$ cat src/logic/sgd_pkg.sv
package sgd_pkg;

    // register offsets on the serial-port register space
    localparam logic [5:0]  REG_SLIP_CTRL     = 6'h1C;
    localparam logic [5:0]  REG_RESERVED      = 6'h1D;
    localparam logic [5:0]  REG_THERMAL_CTRL  = 6'h1E;

    localparam int          REG_W             = 24;
    localparam int          ADDR_W            = 6;

    // field positions in cycle_slip_prevention_ctrl, plus the enable bit of the thermal control word
    localparam int          STEP_LSB          = 0;
    localparam int          STEP_MSB          = 3;
    localparam int          RSTB_FORCE_BIT    = 4;
    localparam int          RSTB_BIT          = 5;
    localparam int          THERM_EN_BIT      = 0;

    // reset values
    localparam logic [23:0] SLIP_CTRL_RST     = 24'h000020;
    localparam logic [23:0] RESERVED_RST      = 24'h000000;
    localparam logic [23:0] THERMAL_RST       = 24'h000000;

    // detector reset pulse length after a slip event, in cycles
    localparam logic [1:0]  AUTO_RST_CYCLES   = 2'h2;

    typedef struct packed {
        logic              we;
        logic              re;
        logic [ADDR_W-1:0] addr;
        logic [REG_W-1:0]  wdata;
    } sgd_reg_req_t;

    typedef struct packed {
        logic       valid;
        logic       retard;
        logic [2:0] cycles;
    } sgd_step_t;

endpackage : sgd_pkg

$ cat src/logic/sgd_sync.sv
`timescale 1ns/1ps
// two-flop synchroniser for asynchronous levels
module sgd_sync #(
    parameter int WIDTH = 1
) (
    input  wire logic             sys_clk,
    input  wire logic             rst_n,
    input  wire logic [WIDTH-1:0] async_in,
    output logic      [WIDTH-1:0] sync_out
);

    logic [WIDTH-1:0] meta_r;

    // elaboration check: a zero-width synchroniser has nothing to carry
    if (WIDTH < 1) begin : g_bad_width
        $error("sgd_sync: WIDTH must be at least 1");
    end

    // first stage feeds only the second stage
    always_ff @(posedge sys_clk or negedge rst_n) begin
        if (!rst_n) begin
            meta_r   <= '0;
            sync_out <= '0;
        end else begin
            meta_r   <= async_in;
            sync_out <= meta_r;
        end
    end

endmodule : sgd_sync

$ cat src/logic/sgd_slip_guard.sv
`timescale 1ns/1ps
module sgd_slip_guard (
    input  wire logic                 sys_clk,
    input  wire logic                 rst_b,
    input  wire sgd_pkg::sgd_reg_req_t reg_req,
    output logic [sgd_pkg::REG_W-1:0] reg_rdata,
    output logic                      reg_rvalid,
    input  wire logic                 slip_guard_global_en,
    input  wire logic                 ref_clk_in,
    input  wire logic                 vco_div_clk_in,
    output logic                      cp_up,
    output logic                      cp_dn,
    output logic                      cp_hiz,
    output logic                      pfd_rst_n,
    output sgd_pkg::sgd_step_t        slip_step,
    output logic                      thermal_en
);

    logic                      rst_meta_r;
    logic                      rst_n;
    logic [sgd_pkg::REG_W-1:0] slip_ctrl_r;
    logic [sgd_pkg::REG_W-1:0] reserved_r;
    logic [sgd_pkg::REG_W-1:0] thermal_r;
    logic [1:0]                clk_sync;
    logic [1:0]                clk_prev_r;
    logic                      ref_edge;
    logic                      vco_edge;
    logic                      up_r;
    logic                      dn_r;
    logic [1:0]                auto_rst_cnt_r;
    logic                      slip_event;
    logic                      guard_on;
    logic                      pfd_in_reset;
    logic [3:0]                slip_step_count;
    logic [1:0]                clk_edge;

    // elaboration checks on the step field width and the automatic reset pulse length the logic relies on
    if (sgd_pkg::STEP_MSB - sgd_pkg::STEP_LSB != 3) begin : g_bad_step
        $error("slip step field must be four bits wide");
    end
    if (sgd_pkg::AUTO_RST_CYCLES == 2'h0) begin : g_bad_pulse
        $error("automatic detector reset needs at least one cycle");
    end

    // one address decode for the write and read paths, one-hot by register
    function automatic logic [2:0] reg_select(input logic [sgd_pkg::ADDR_W-1:0] addr);
        logic [2:0] sel;
        sel    = 3'h0;
        sel[0] = (addr == sgd_pkg::REG_SLIP_CTRL);
        sel[1] = (addr == sgd_pkg::REG_RESERVED);
        sel[2] = (addr == sgd_pkg::REG_THERMAL_CTRL);
        return sel;
    endfunction : reg_select

    // reset release through two flops
    always_ff @(posedge sys_clk or negedge rst_b) begin
        if (!rst_b) begin
            rst_meta_r <= 1'b0;
            rst_n      <= 1'b0;
        end else begin
            rst_meta_r <= 1'b1;
            rst_n      <= rst_meta_r;
        end
    end

    // pins from the reference and divider clock domains
    sgd_sync #(
        .WIDTH (2)
    ) u_clk_sync (
        .sys_clk  (sys_clk),
        .rst_n    (rst_n),
        .async_in ({vco_div_clk_in, ref_clk_in}),
        .sync_out (clk_sync)
    );

    // register writes; all bits kept so readback matches
    // package reset values (slip control 24'h000020, others zero) and readback
    always_ff @(posedge sys_clk or negedge rst_n) begin
        if (!rst_n) begin
            slip_ctrl_r <= sgd_pkg::SLIP_CTRL_RST;
            reserved_r  <= sgd_pkg::RESERVED_RST;
            thermal_r   <= sgd_pkg::THERMAL_RST;
        end else if (reg_req.we) begin
            case (reg_select(reg_req.addr))
                3'h1:    slip_ctrl_r <= reg_req.wdata;
                3'h2:    reserved_r  <= reg_req.wdata;
                3'h4:    thermal_r   <= reg_req.wdata;
                default: ;
            endcase
        end
    end

    // registered readback, unmapped offsets read zero
    always_ff @(posedge sys_clk or negedge rst_n) begin
        if (!rst_n) begin
            reg_rdata  <= '0;
            reg_rvalid <= 1'b0;
        end else begin
            reg_rvalid <= reg_req.re;
            if (reg_req.re) begin
                case (reg_select(reg_req.addr))
                    3'h1:    reg_rdata <= slip_ctrl_r;
                    3'h2:    reg_rdata <= reserved_r;
                    3'h4:    reg_rdata <= thermal_r;
                    default: reg_rdata <= '0;
                endcase
            end
        end
    end

    // step field straight from the control word
    assign slip_step_count = slip_ctrl_r[sgd_pkg::STEP_MSB:sgd_pkg::STEP_LSB];

    // rising-edge detect on each synchronised clock, index 0 reference
    for (genvar k = 0; k < 2; k++) begin : g_edge
        assign clk_edge[k] = clk_sync[k] & ~clk_prev_r[k];
    end
    assign ref_edge = clk_edge[0];
    assign vco_edge = clk_edge[1];

    // override hands the reset to software, so stepping is held off then
    // zero step disables
    // automatic control only with override low
    assign guard_on = (slip_step_count != 4'h0)
                    & slip_ctrl_r[sgd_pkg::RSTB_BIT]
                    & ~slip_ctrl_r[sgd_pkg::RSTB_FORCE_BIT]
                    & slip_guard_global_en;

    // a second edge on a side already leading means a full cycle of error
    // full-cycle detection
    assign slip_event = guard_on & ((ref_edge & ~vco_edge & up_r)
                                  | (vco_edge & ~ref_edge & dn_r));

    assign pfd_in_reset = slip_ctrl_r[sgd_pkg::RSTB_FORCE_BIT]
                        ? ~slip_ctrl_r[sgd_pkg::RSTB_BIT]
                        : (auto_rst_cnt_r != 2'h0);

    // edge history for the synchronised clocks
    always_ff @(posedge sys_clk or negedge rst_n) begin
        if (!rst_n) begin
            clk_prev_r <= 2'h0;
        end else begin
            clk_prev_r <= clk_sync;
        end
    end

    // automatic detector reset, a short pulse after each slip
    always_ff @(posedge sys_clk or negedge rst_n) begin
        if (!rst_n) begin
            auto_rst_cnt_r <= 2'h0;
        end else if (slip_event) begin
            auto_rst_cnt_r <= sgd_pkg::AUTO_RST_CYCLES;
        end else if (auto_rst_cnt_r != 2'h0) begin
            auto_rst_cnt_r <= auto_rst_cnt_r - 2'h1;
        end
    end

    // tri-state detector: up/down flops, cleared together or by reset
    always_ff @(posedge sys_clk or negedge rst_n) begin
        if (!rst_n) begin
            up_r <= 1'b0;
            dn_r <= 1'b0;
        end else if (pfd_in_reset || slip_event) begin
            up_r <= 1'b0;
            dn_r <= 1'b0;
        end else begin
            // both pending means aligned: clear, as a real detector does
            up_r <= (up_r | ref_edge) & ~(dn_r | vco_edge);
            dn_r <= (dn_r | vco_edge) & ~(up_r | ref_edge);
        end
    end

    // step command to the divider, one-cycle pulse
    // polarity from top bit
    always_ff @(posedge sys_clk or negedge rst_n) begin
        if (!rst_n) begin
            slip_step <= '0;
        end else begin
            slip_step.valid  <= slip_event;
            slip_step.retard <= slip_step_count[3];
            slip_step.cycles <= slip_step_count[2:0];
        end
    end

    // charge pump drive, high impedance while detector in reset
    // registered so the pump sees no glitch when the reset source flips
    // tristate in reset
    always_ff @(posedge sys_clk or negedge rst_n) begin
        if (!rst_n) begin
            cp_up     <= 1'b0;
            cp_dn     <= 1'b0;
            cp_hiz    <= 1'b1;
            pfd_rst_n <= 1'b0;
        end else begin
            cp_up     <= up_r & ~pfd_in_reset;
            cp_dn     <= dn_r & ~pfd_in_reset;
            cp_hiz    <= pfd_in_reset;
            pfd_rst_n <= ~pfd_in_reset;
        end
    end

    // sensor enable tap; the rest of that word is only stored
    always_ff @(posedge sys_clk or negedge rst_n) begin
        if (!rst_n) begin
            thermal_en <= 1'b0;
        end else begin
            thermal_en <= thermal_r[sgd_pkg::THERM_EN_BIT];
        end
    end

endmodule : sgd_slip_guard

$ cat config.mk
export PLATFORM = sky130hd
export DESIGN_NAME = sgd_slip_guard
export DESIGN_NICKNAME = d
export VERILOG_FILES = /design/src/logic/sgd_pkg.sv /design/src/logic/sgd_sync.sv /design/src/logic/sgd_slip_guard.sv
export SDC_FILE = /design/constraint.sdc
export NUM_CORES = 1
export LEC_CHECK = 0
export ABC_AREA = 1
export CAP_MARGIN = 25
export CORE_AREA = 2 2 117 119
export DETAILED_ROUTE_END_ITERATION = 16
export DIE_AREA = 0 0 119 121
export DONT_BUFFER_PORTS = 1
export PLACE_DENSITY = 0.54
export SLEW_MARGIN = 10
export SYNTH_ARGS = -nofsm -noshare
export SYNTH_HDL_FRONTEND = slang
export SYNTH_SLANG_ARGS = --single-unit
$ cat constraint.sdc
create_clock -name sys_clk -period 5.73 [get_ports sys_clk]
set_input_delay 0.573 -clock sys_clk [delete_from_list [all_inputs] [get_ports sys_clk]]
set_output_delay 0.573 -clock sys_clk [all_outputs]
set_load 0.05 [all_outputs]
Word level (Yosys, flattened, before mapping)
Index checks and enable logic that the tools add are counted.
- bits in registers: 119
- input port bits: 37
- output and inout port bits: 35
- logic and storage cells: 67
- add/sub/neg operators: 1
- equality and inequality tests: 6
- multiplexer cells: 6
- bitwise logic cells: 26
- reductions and logical operators: 7
- operator list (kind ; count):
    $pmux 24 s3 ; 1
    $eq 6x5->1 const B ; 3
    $and 1x1->1 ; 14
    $not 1->1 ; 9
    $reduce_and 2->1 ; 3
    $mux 2 ; 2
    $reduce_bool 2->1 ; 2
    $reduce_bool 4->1 ; 1
    $eq 3x1->1 const B ; 1
    $eq 3x2->1 const B ; 1
    $eq 3x3->1 const B ; 1
    $mux 1 ; 3
    $or 1x1->1 ; 3
    $sub 2x1->2 const B ; 1
    $logic_or 1x1->1 ; 1

Logic depth before layout (Yosys ltp)
Gate-level depths: netlist of run 1.
- word-level depth: 9
- gate-level depth with buffers: 9
- mapped depth without buffers: 7

Cells and area by module
From an unflattened synthesis of run 1, not the netlist that was laid out.
- cell total of the unflattened synthesis: 594
- area total of the unflattened synthesis: 5113.7 um2
- modules (own cells, without submodules) (module ; instances ; cells an instance ; area an instance (um2) ; sequential area each (um2)):
    sgd_slip_guard ; 1 ; 590 ; 5013.6 ; 2880.3
    sgd_sync ; 1 ; 4 ; 100.1 ; 100.1

Worst setup path after synthesis of run 1
Ideal clock, no wire load.
- path type: input-to-reg
- from: input port reg_req[29] in the netlist's numbering
- to: register slip_ctrl_r[10] in the netlist's numbering
- library setup time: 0.065 ns
- arrival time: 1.435 ns
- data required time: 5.665 ns
- path slack: 4.230 ns
- cell stages on the path: 9
- path buffers: 2
- cell sequence: inv_1 -> nand2_1 -> nor2_2 -> buf_4 -> nand2_4 -> nor2_4 -> buf_6 -> nand2_1 -> nand2_1
- longest elaborated chain between the ends: 3
- elaborated cells on any way between the ends: 5
- those cells by class: eq/ne (4); reduce/logical (1)
- ends and longest elaborated chain (element ; line ; RTL):
    start: declaration ; sgd_slip_guard.sv:5 ; input wire sgd_pkg::sgd_reg_req_t reg_req,
    $eq 6x5->1 (on tied branches) ; sgd_slip_guard.sv:49, sgd_slip_guard.sv:50, sgd_slip_guard.sv:51 ;
    $eq 3x1->1 * ; sgd_slip_guard.sv:84 ; case (reg_select(reg_req.addr))
    $reduce_and 2->1 (no source line) * ; n/a ;
    end signal: assignment ; sgd_slip_guard.sv:80 ; slip_ctrl_r <= sgd_pkg::SLIP_CTRL_RST;
    end signal: assignment ; sgd_slip_guard.sv:85 ; 3'h1: slip_ctrl_r <= reg_req.wdata;
    end: declaration ; sgd_slip_guard.sv:21 ; logic [sgd_pkg::REG_W-1:0] slip_ctrl_r;
Mark *: on every way between the ends. The rest lies on a longest branch, timed or not.
A chain may end at the register's enable or synchronous reset.

Worst setup path after layout of run 1
- from: input port reg_req[29] in the netlist's numbering
- to: register thermal_r[11] in the netlist's numbering
- longest elaborated chain between the ends: 3
- elaborated cells on any way between the ends: 5
- those cells by class: eq/ne (4); reduce/logical (1)
- ends and longest elaborated chain (element ; line ; RTL):
    $eq 6x5->1 (on tied branches) ; sgd_slip_guard.sv:49, sgd_slip_guard.sv:50, sgd_slip_guard.sv:51 ;
    $eq 3x3->1 * ; sgd_slip_guard.sv:84 ;
    $reduce_and 2->1 (no source line) * ; n/a ;
    end signal: assignment ; sgd_slip_guard.sv:82 ; thermal_r <= sgd_pkg::THERMAL_RST;
    end signal: assignment ; sgd_slip_guard.sv:87 ; 3'h4: thermal_r <= reg_req.wdata;
    end: declaration ; sgd_slip_guard.sv:23 ; logic [sgd_pkg::REG_W-1:0] thermal_r;
Marked as above.

==> flow_summary_export.csv, run 1 <==
group,metric,value,unit
run_status,outcome,"complete, no violations",
sta,slew_viol_final,0,
synthesis,yosysWarnings,0,
cts,clock_latency,0.41,ns
floorplanning,die_x,119,um
floorplanning,coreArea,13100,sq um
routing,route.detailed.drc,0,
sta,finalHoldWorstSlack,0.186,ns
routing,ant_nets,0,
worst_hold_path,hold_path_class,"in2reg",
routing,wl_per_cell,16.5,um
cts,clk_path_buf_depth,2,
worst_setup_path,cp_max_fo,75,
worst_setup_path,cp.required,6.08,ns
sta,setup_viol_count_final,0,
power_and_ir_drop,powerDensity,399,nW/um^2
worst_setup_path,worstSetupEndpointType,"flop",
sta,max_slew_margin,45.4,%
synthesis,synth_top_area_share,57.3,%
cts,htreeDepth,4,
layout,nets,619,
synthesis,ys_top_cells_by_count,"nand2_1 (220), dfrtp_1 (117), nand3_1 (98)",
synthesis,yosysUniqueCellTypes,23,
cts,clockRootBuffer,"clkbuf_16",
floorplanning,initial_core_util,39.1,%
sta,period_needed,2.58,ns
grt,grt_pass1_wl,20.6,mm
cts,cts.sinks,119,
layout,diodes,0,
grt,grt_pass1_vias,3922,
synthesis,syn_inst,594,
routing,route.vias.total,3939,
power_and_ir_drop,ir_drop,0.224,mV
cts,cts_made_buffers,17,
synthesis,yosys.area.top_type,"dfrtp_1",
power_and_ir_drop,power.leakage,2.99,nW
cts,clkTransAtPathRegs,0.05,ns
synthesis,async_flop_share,100,%
grt,grt-ovfl-total,0,
worst_setup_path,cpPeakStageDelay,0.73,ns
worst_setup_path,crit_path_start_kind,"input port",
layout,drive_gt1_share,8.43,%
sta,rsz0062_at_grt,"false",
routing,postRouteWirelength,12.7,mm
sta,finalSetupTns,0,ns
routing,drtIter0Drc,292,
layout,areaGrowthSynthToFinish,13.9,%
synthesis,synth_nets,632,
synthesis,ys_ff_latch,119,
sta,finalHoldViolCount,0,
synthesis,yosysMostFrequentCell,"nand2_1",
synthesis,synth-main-ff-cell,"dfrtp_1",
synthesis,synth-seq-area-share,58.3,%
cts,post-cts-setup-buffers,0,
grt,antenna_found_initial,0,
synthesis,avgSynthCellArea,8.61,sq um
sta,fin_crit_sh,45.1,%
floorplanning,dieArea,14400,sq um
floorplanning,io_pins,72,
cts,cts_tree,"done",
placed_design,gp_congestion,0.759,
worst_setup_path,path_class,"in2reg",
floorplanning,rows,42,
grt,grt_max_degree,77,
sta,timing.fmax,0.387,GHz
layout,num-fill-cells,1267,
worst_setup_path,crit_family,"simple AND/OR/NAND/NOR gates",
sta,tightest_slew,0.818,ns
routing,first_pass_iters,5,
placed_design,port_buffers,0,
synthesis,yosys-top-cells-area,"dfrtp_1 (57%), nand2_1 (16%), nand3_1 (9.6%), o21ai_1 (7.1%), buf_2 (1.7%)",
layout,finalInstanceArea,5830,sq um
worst_setup_path,critPathSlowestCell,"nor2_4",
run,drv_cap,0,
worst_setup_path,crit_top_cell,"nand2_1",
worst_setup_path,cp.arrival,2.93,ns
routing,viasPerCell,5.12,
synthesis,syn_area,5110,sq um
placed_design,dpl.hpwl,7.51,mm
floorplanning,die_y,121,um
placed_design,placed_area,5170,sq um
worst_setup_path,crit_chain,"inv_1 -> nand2_1 -> nor2_4 -> buf_4 -> nand2_2 -> nor2_4 -> nand2_1 -> nand2_1",
synthesis,synth_edf_count,0,
grt,grt.total_usage,18.5,%
sta,skew,0.00847,ns
worst_setup_path,critPathBufInv,2,
[routing by layer]
metal / global-route usage, % / vias to the layer above / routed length (um) / share of wire (%)
met5: 0 / - / 0 / 0
met2: 28.2 / 104 / 5870 / 46
li1: - / 1902 / - / -
met1: 23.8 / 1910 / 5800 / 46
met3: 6.30 / 23 / 748 / 5.9
met4: 8.33 / 0 / 286 / 2.3
[logic make-up after synthesis]
family	after synthesis	synth area share (%)
adders and majority gates	1	0.245
other	1	0.0733
buffers and inverters	55	5.11
xor gates and xnor gates	1	0.171
DFF	119	58.3
AOI/OAI and AO/OA	79	7.83
and+or+nand+nor	338	28.3
[path summary, 6_finish.rpt]
| kind | from | end | slack (ns) | cells past startpoint |
|---|---|---|---|---|
| hold / removal | reg_req[30] | reg_rvalid | 0.19 | 0 |
| setup / recovery | reg_req[29] | thermal_r[11] | 3.15 | 8 |
| min in group asynchronous | rst_n | thermal_r[9] | 0.33 | 0 |
| setup reg to reg | rst_n | cp_hiz | 4.38 | 2 |
| hold reg to reg | rst_n | thermal_r[9] | 0.33 | 0 |
| max in group asynchronous | rst_n | cp_hiz | 4.38 | 2 |
[power by group]
group	switching, W	total [W]	internal, W
Combinational	0.000106	0.000163	0.0000576
Clock	0.000364	0.00111	0.000745
Sequential	0.000112	0.00105	0.000940
[repair_timing]
| action | CTS | global route |
|---|---|---|
| hold buffers | 1 | 0 |
| gates resized for setup | 0 | 0 |
| endpoints found under the setup margin | 0 | 0 |
| endpoints found under the hold margin | 2 | 0 |
[registers in the layout, indices dropped and copies added, names as in the netlist]
signal / count
pfd_rst_n: 1
cp_hiz: 1
u_clk_sync.sync_out: 2
slip_ctrl_r: 24
rst_meta_r: 1
rst_n: 1
reserved_r: 24
cp_up: 1
cp_dn: 1
up_r: 1
thermal_r: 24
slip_step: 5
thermal_en: 1
clk_prev_r: 2
auto_rst_cnt_r: 2
dn_r: 1
reg_rvalid: 1
reg_rdata: 24
u_clk_sync.meta_r: 2
[stage by stage]
stage | instances | util [%] | power [W] | setup slack (ns)
2_1_floorplan | 594 | - | 0.00118 | 2.17
6_report | 769 | 44.5 | 0.00233 | 3.15
5_1_grt | 769 | 44.5 | 0.00243 | 2.96
3_5_place_dp | 736 | 39.5 | 0.00123 | 2.73
3_3_place_gp | 736 | 39.5 | 0.00122 | 2.74
4_1_cts | 768 | 44.3 | 0.00234 | 3.17
[cell usage in the layout, fill, tap and decap left out, types with 6 or more instances in the layout]
cell	netlist	routed
clkbuf_16	0	17
dfrtp_1	117	116
inv_1	13	13
nand2_1	220	220
nand3_1	98	98
nor2_1	10	10
nor2_4	5	6
o21ai_1	73	73
[area by class of cell]
| type | instances | area [sq um] | share of cell area [%] |
|---|---|---|---|
| inverter | 17 | 63.8 | 1.10 |
| timing repair buffer | 6 | 67.6 | 1.16 |
| multi-input combinational | 420 | 1880 | 32.2 |
| clock inverter | 9 | 149 | 2.56 |
| tap | 176 | 220 | 3.78 |
| sequential | 119 | 2980 | 51.2 |
| clock buffer | 22 | 464 | 7.97 |
(Power assumes the default switching activity.)
==> run 2, diff against run 1 <==
ABC_AREA = 0   (was 1)
CORE_AREA = 2 2 114 116   (was 2 2 117 119)
DIE_AREA = 0 0 116 118   (was 0 0 119 121)
PLACE_DENSITY = 0.56   (was 0.54)
clock period = 2.2 ns   (was 5.73 ns; I/O delays follow)
==> run 2 against run 1 <==
Sequential power grew to 2.6 times the previous value. Clock skew is 0.00058 ns lower. Final area is 3.0% higher. Combinational power grew to 3.2 times the previous value. Via count is 28% lower. Non-clock buffer count is 32 higher. Core utilization is 3.8 points higher. Area after synthesis is 4.7% lower. Power grew to 2.6 times the previous value. Critical endpoint is now auto_rst_cnt_r[1].
==> flow_summary_export.csv, run 2 <==
group,metric,value,unit
grt,grt_max_degree,49,
routing,first_pass_iters,4,
routing,drtIter0Drc,201,
synthesis,ys_top_cells_by_count,"dfrtp_1 (117), mux2_2 (51), inv_1 (27)",
floorplanning,die_y,118,um
cts,cts_made_buffers,17,
cts,clock_latency,0.40,ns
layout,layoutNonFillerInstCount,560,
cts,clkTransAtPathRegs,0.06,ns
synthesis,synth_fa_ha_area_share,0.257,%
synthesis,yosysWarnings,0,
layout,diodes,0,
sta,finalSetupTns,0,ns
worst_setup_path,critPathSlowestCell,"or4_1",
placed_design,port_buffers,0,
sta,tightest_slew,0.511,ns
synthesis,async_flop_share,100,%
grt,grt-ovfl-total,0,
worst_setup_path,critPathBufInv,0,
sta,max_slew_margin,65.9,%
layout,nets,413,
sta,period_needed,1.63,ns
synthesis,ys_ff_latch,119,
worst_setup_path,reg2reg_from,"slip_ctrl_r[1]",
sta,rsz0062_at_grt,"false",
run_status,outcome,"complete, no violations",
grt,grt_pass1_wl,17.2,mm
routing,viasPerCell,5.09,
worst_setup_path,crit_path_start_kind,"flop",
floorplanning,dieArea,13700,sq um
synthesis,synth_top_area_share,60.1,%
routing,route.vias.total,2849,
layout,areaGrowthSynthToFinish,23.1,%
cts,htreeDepth,4,
placed_design,gp_congestion,0.674,
placed_design,pre_cts_ws,0.549,ns
worst_setup_path,cp.arrival,1.91,ns
grt,grt.total_usage,16.5,%
sta,setup_viol_count_final,0,
routing,ant_nets,0,
power_and_ir_drop,power.leakage,2.81,nW
routing,postRouteWirelength,10.2,mm
synthesis,yosys.area_share.simple,6.01,%
synthesis,synth_mux_area_share,23.5,%
floorplanning,io_pins,72,
sta,post-route-worst-setup-slack,0.567,ns
power_and_ir_drop,ir_drop,0.531,mV
floorplanning,coreArea,12400,sq um
worst_setup_path,crit_chain,"or4_1 -> nand4b_1 -> a21oi_1 -> or2_2",
worst_setup_path,worstSetupEndpointType,"flop",
layout,mostFrequentLayoutCell,"dfrtp_1",
synthesis,synth_xor_xnor_area_share,0.180,%
power_and_ir_drop,powerDensity,1010,nW/um^2
floorplanning,die_x,116,um
layout,drive_gt1_share,30.9,%
sta,fin_crit_sh,74.2,%
cts,post-cts-setup-buffers,0,
synthesis,synth-seq-area-share,61.2,%
sta,slew_viol_final,0,
placed_design,dpl.hpwl,6.38,mm
synthesis,synth_top_family_by_area,"multiplexers",
synthesis,yosysMostFrequentCell,"dfrtp_1",
placed_design,dp_cells,499,
worst_setup_path,cp_max_fo,5,
cts,cts.sinks,119,
synthesis,yosys.area.top_type,"dfrtp_1",
worst_setup_path,cp-startpoint,"slip_ctrl_r[1]",
worst_hold_path,hold_path_class,"in2async",
worst_setup_path,path_class,"reg2reg",
floorplanning,initial_core_util,39.2,%
grt,grt_pass1_vias,3170,
worst_setup_path,cpPeakStageDelay,0.54,ns
synthesis,avgSynthCellArea,14.5,sq um
synthesis,syn_area,4870,sq um
cts,cts_tree,"done",
run,drv_cap,0,
worst_setup_path,crit_family,"simple AND/OR/NAND/NOR gates",
layout,final_cell_mix,"dfrtp_1 (116), mux2_2 (51), dlygate4sd3_1 (28), inv_1 (27), mux2i_1 (26)",
synthesis,yosysUniqueCellTypes,32,
cts,clockRootBuffer,"clkbuf_16",
sta,finalHoldViolCount,0,
synthesis,synth_nets,375,
grt,antenna_found_initial,0,
floorplanning,rows,41,
synthesis,syn_inst,337,
cts,clk_path_buf_depth,2,
sta,timing.fmax,0.612,GHz
routing,wl_per_cell,18.3,um
sta,skew,0.00789,ns
synthesis,synth-compound-area-share,4.52,%
worst_setup_path,cp.required,2.48,ns
routing,route.detailed.drc,0,
synthesis,synth-main-ff-cell,"dfrtp_1",
synthesis,synth_edf_count,0,
synthesis,yosys-top-cells-area,"dfrtp_1 (60%), mux2_2 (12%), mux2_4 (6.2%), mux2i_1 (5.3%), o221ai_1 (4.3%)",
## run 2: power breakdown
group | leakage, nW | switching, W | internal [W]
Sequential | 1.58 | 0.000283 | 0.00245
Combinational | 0.939 | 0.000208 | 0.000307
Clock | 0.296 | 0.000973 | 0.00184
## run 2: kinds of logic after synthesis
kind of cell	count (synthesis)
adder cells (fa/ha/maj)	1
AO/OA/AOI/OAI	26
flip-flops	119
buffers and inverters	46
XOR/XNOR	1
AND/OR/NAND/NOR	45
multiplexers	98
other	1
## run 2: worst paths after layout
kind / endpoint / slack, ns / depth (start not counted)
max in group asynchronous: slip_ctrl_r[5] / 1.32 / 1
worst max-delay path: auto_rst_cnt_r[1] / 0.57 / 4
worst min-delay path: rst_n / 0.05 / 1
worst min register to register: reg_rdata[0] / 0.25 / 0
min in group sys_clk: reg_rdata[3] / 0.06 / 2
worst max register to register: auto_rst_cnt_r[1] / 0.57 / 4
## run 2: routing by layer
layer | up-vias | wire, um | GRT usage [%] | part of all wire, %
met3 | 8 | 722 | 6.49 | 7.1
met5 | - | 0 | 0 | 0
li1 | 1281 | - | - | -
met2 | 77 | 5080 | 25.5 | 50
met4 | 0 | 116 | 5.73 | 1.1
met1 | 1483 | 4320 | 21.0 | 42
## run 2: what timing repair did
item                      CTS  global route
hold endpoints to repair  101             0
gates resized for setup     0             0
hold buffers               29             0
## run 2: area by class of cell
type                    count  area, sq um
inverters                  27          101
well taps                 172          215
multi-input cells         172         1680
fillers                  1111         6420
repair buffers             38          405
clock buffers              20          457
clock inverters            12          151
flip-flops and latches    119         2980
## run 2: metrics by stage
stage          hold slack [ns]  cell area, sq um  total power (W)  utilization (%)
6_report                0.0506              6000          0.00606             48.3
5_1_grt                 0.0435              6000          0.00632             48.3
4_1_cts                 0.0361              6000          0.00612             48.3
3_5_place_dp           -0.0755              5090          0.00322             41.0
3_3_place_gp           -0.0755              5090          0.00319             41.0
2_1_floorplan          -0.0756              4870          0.00312                -
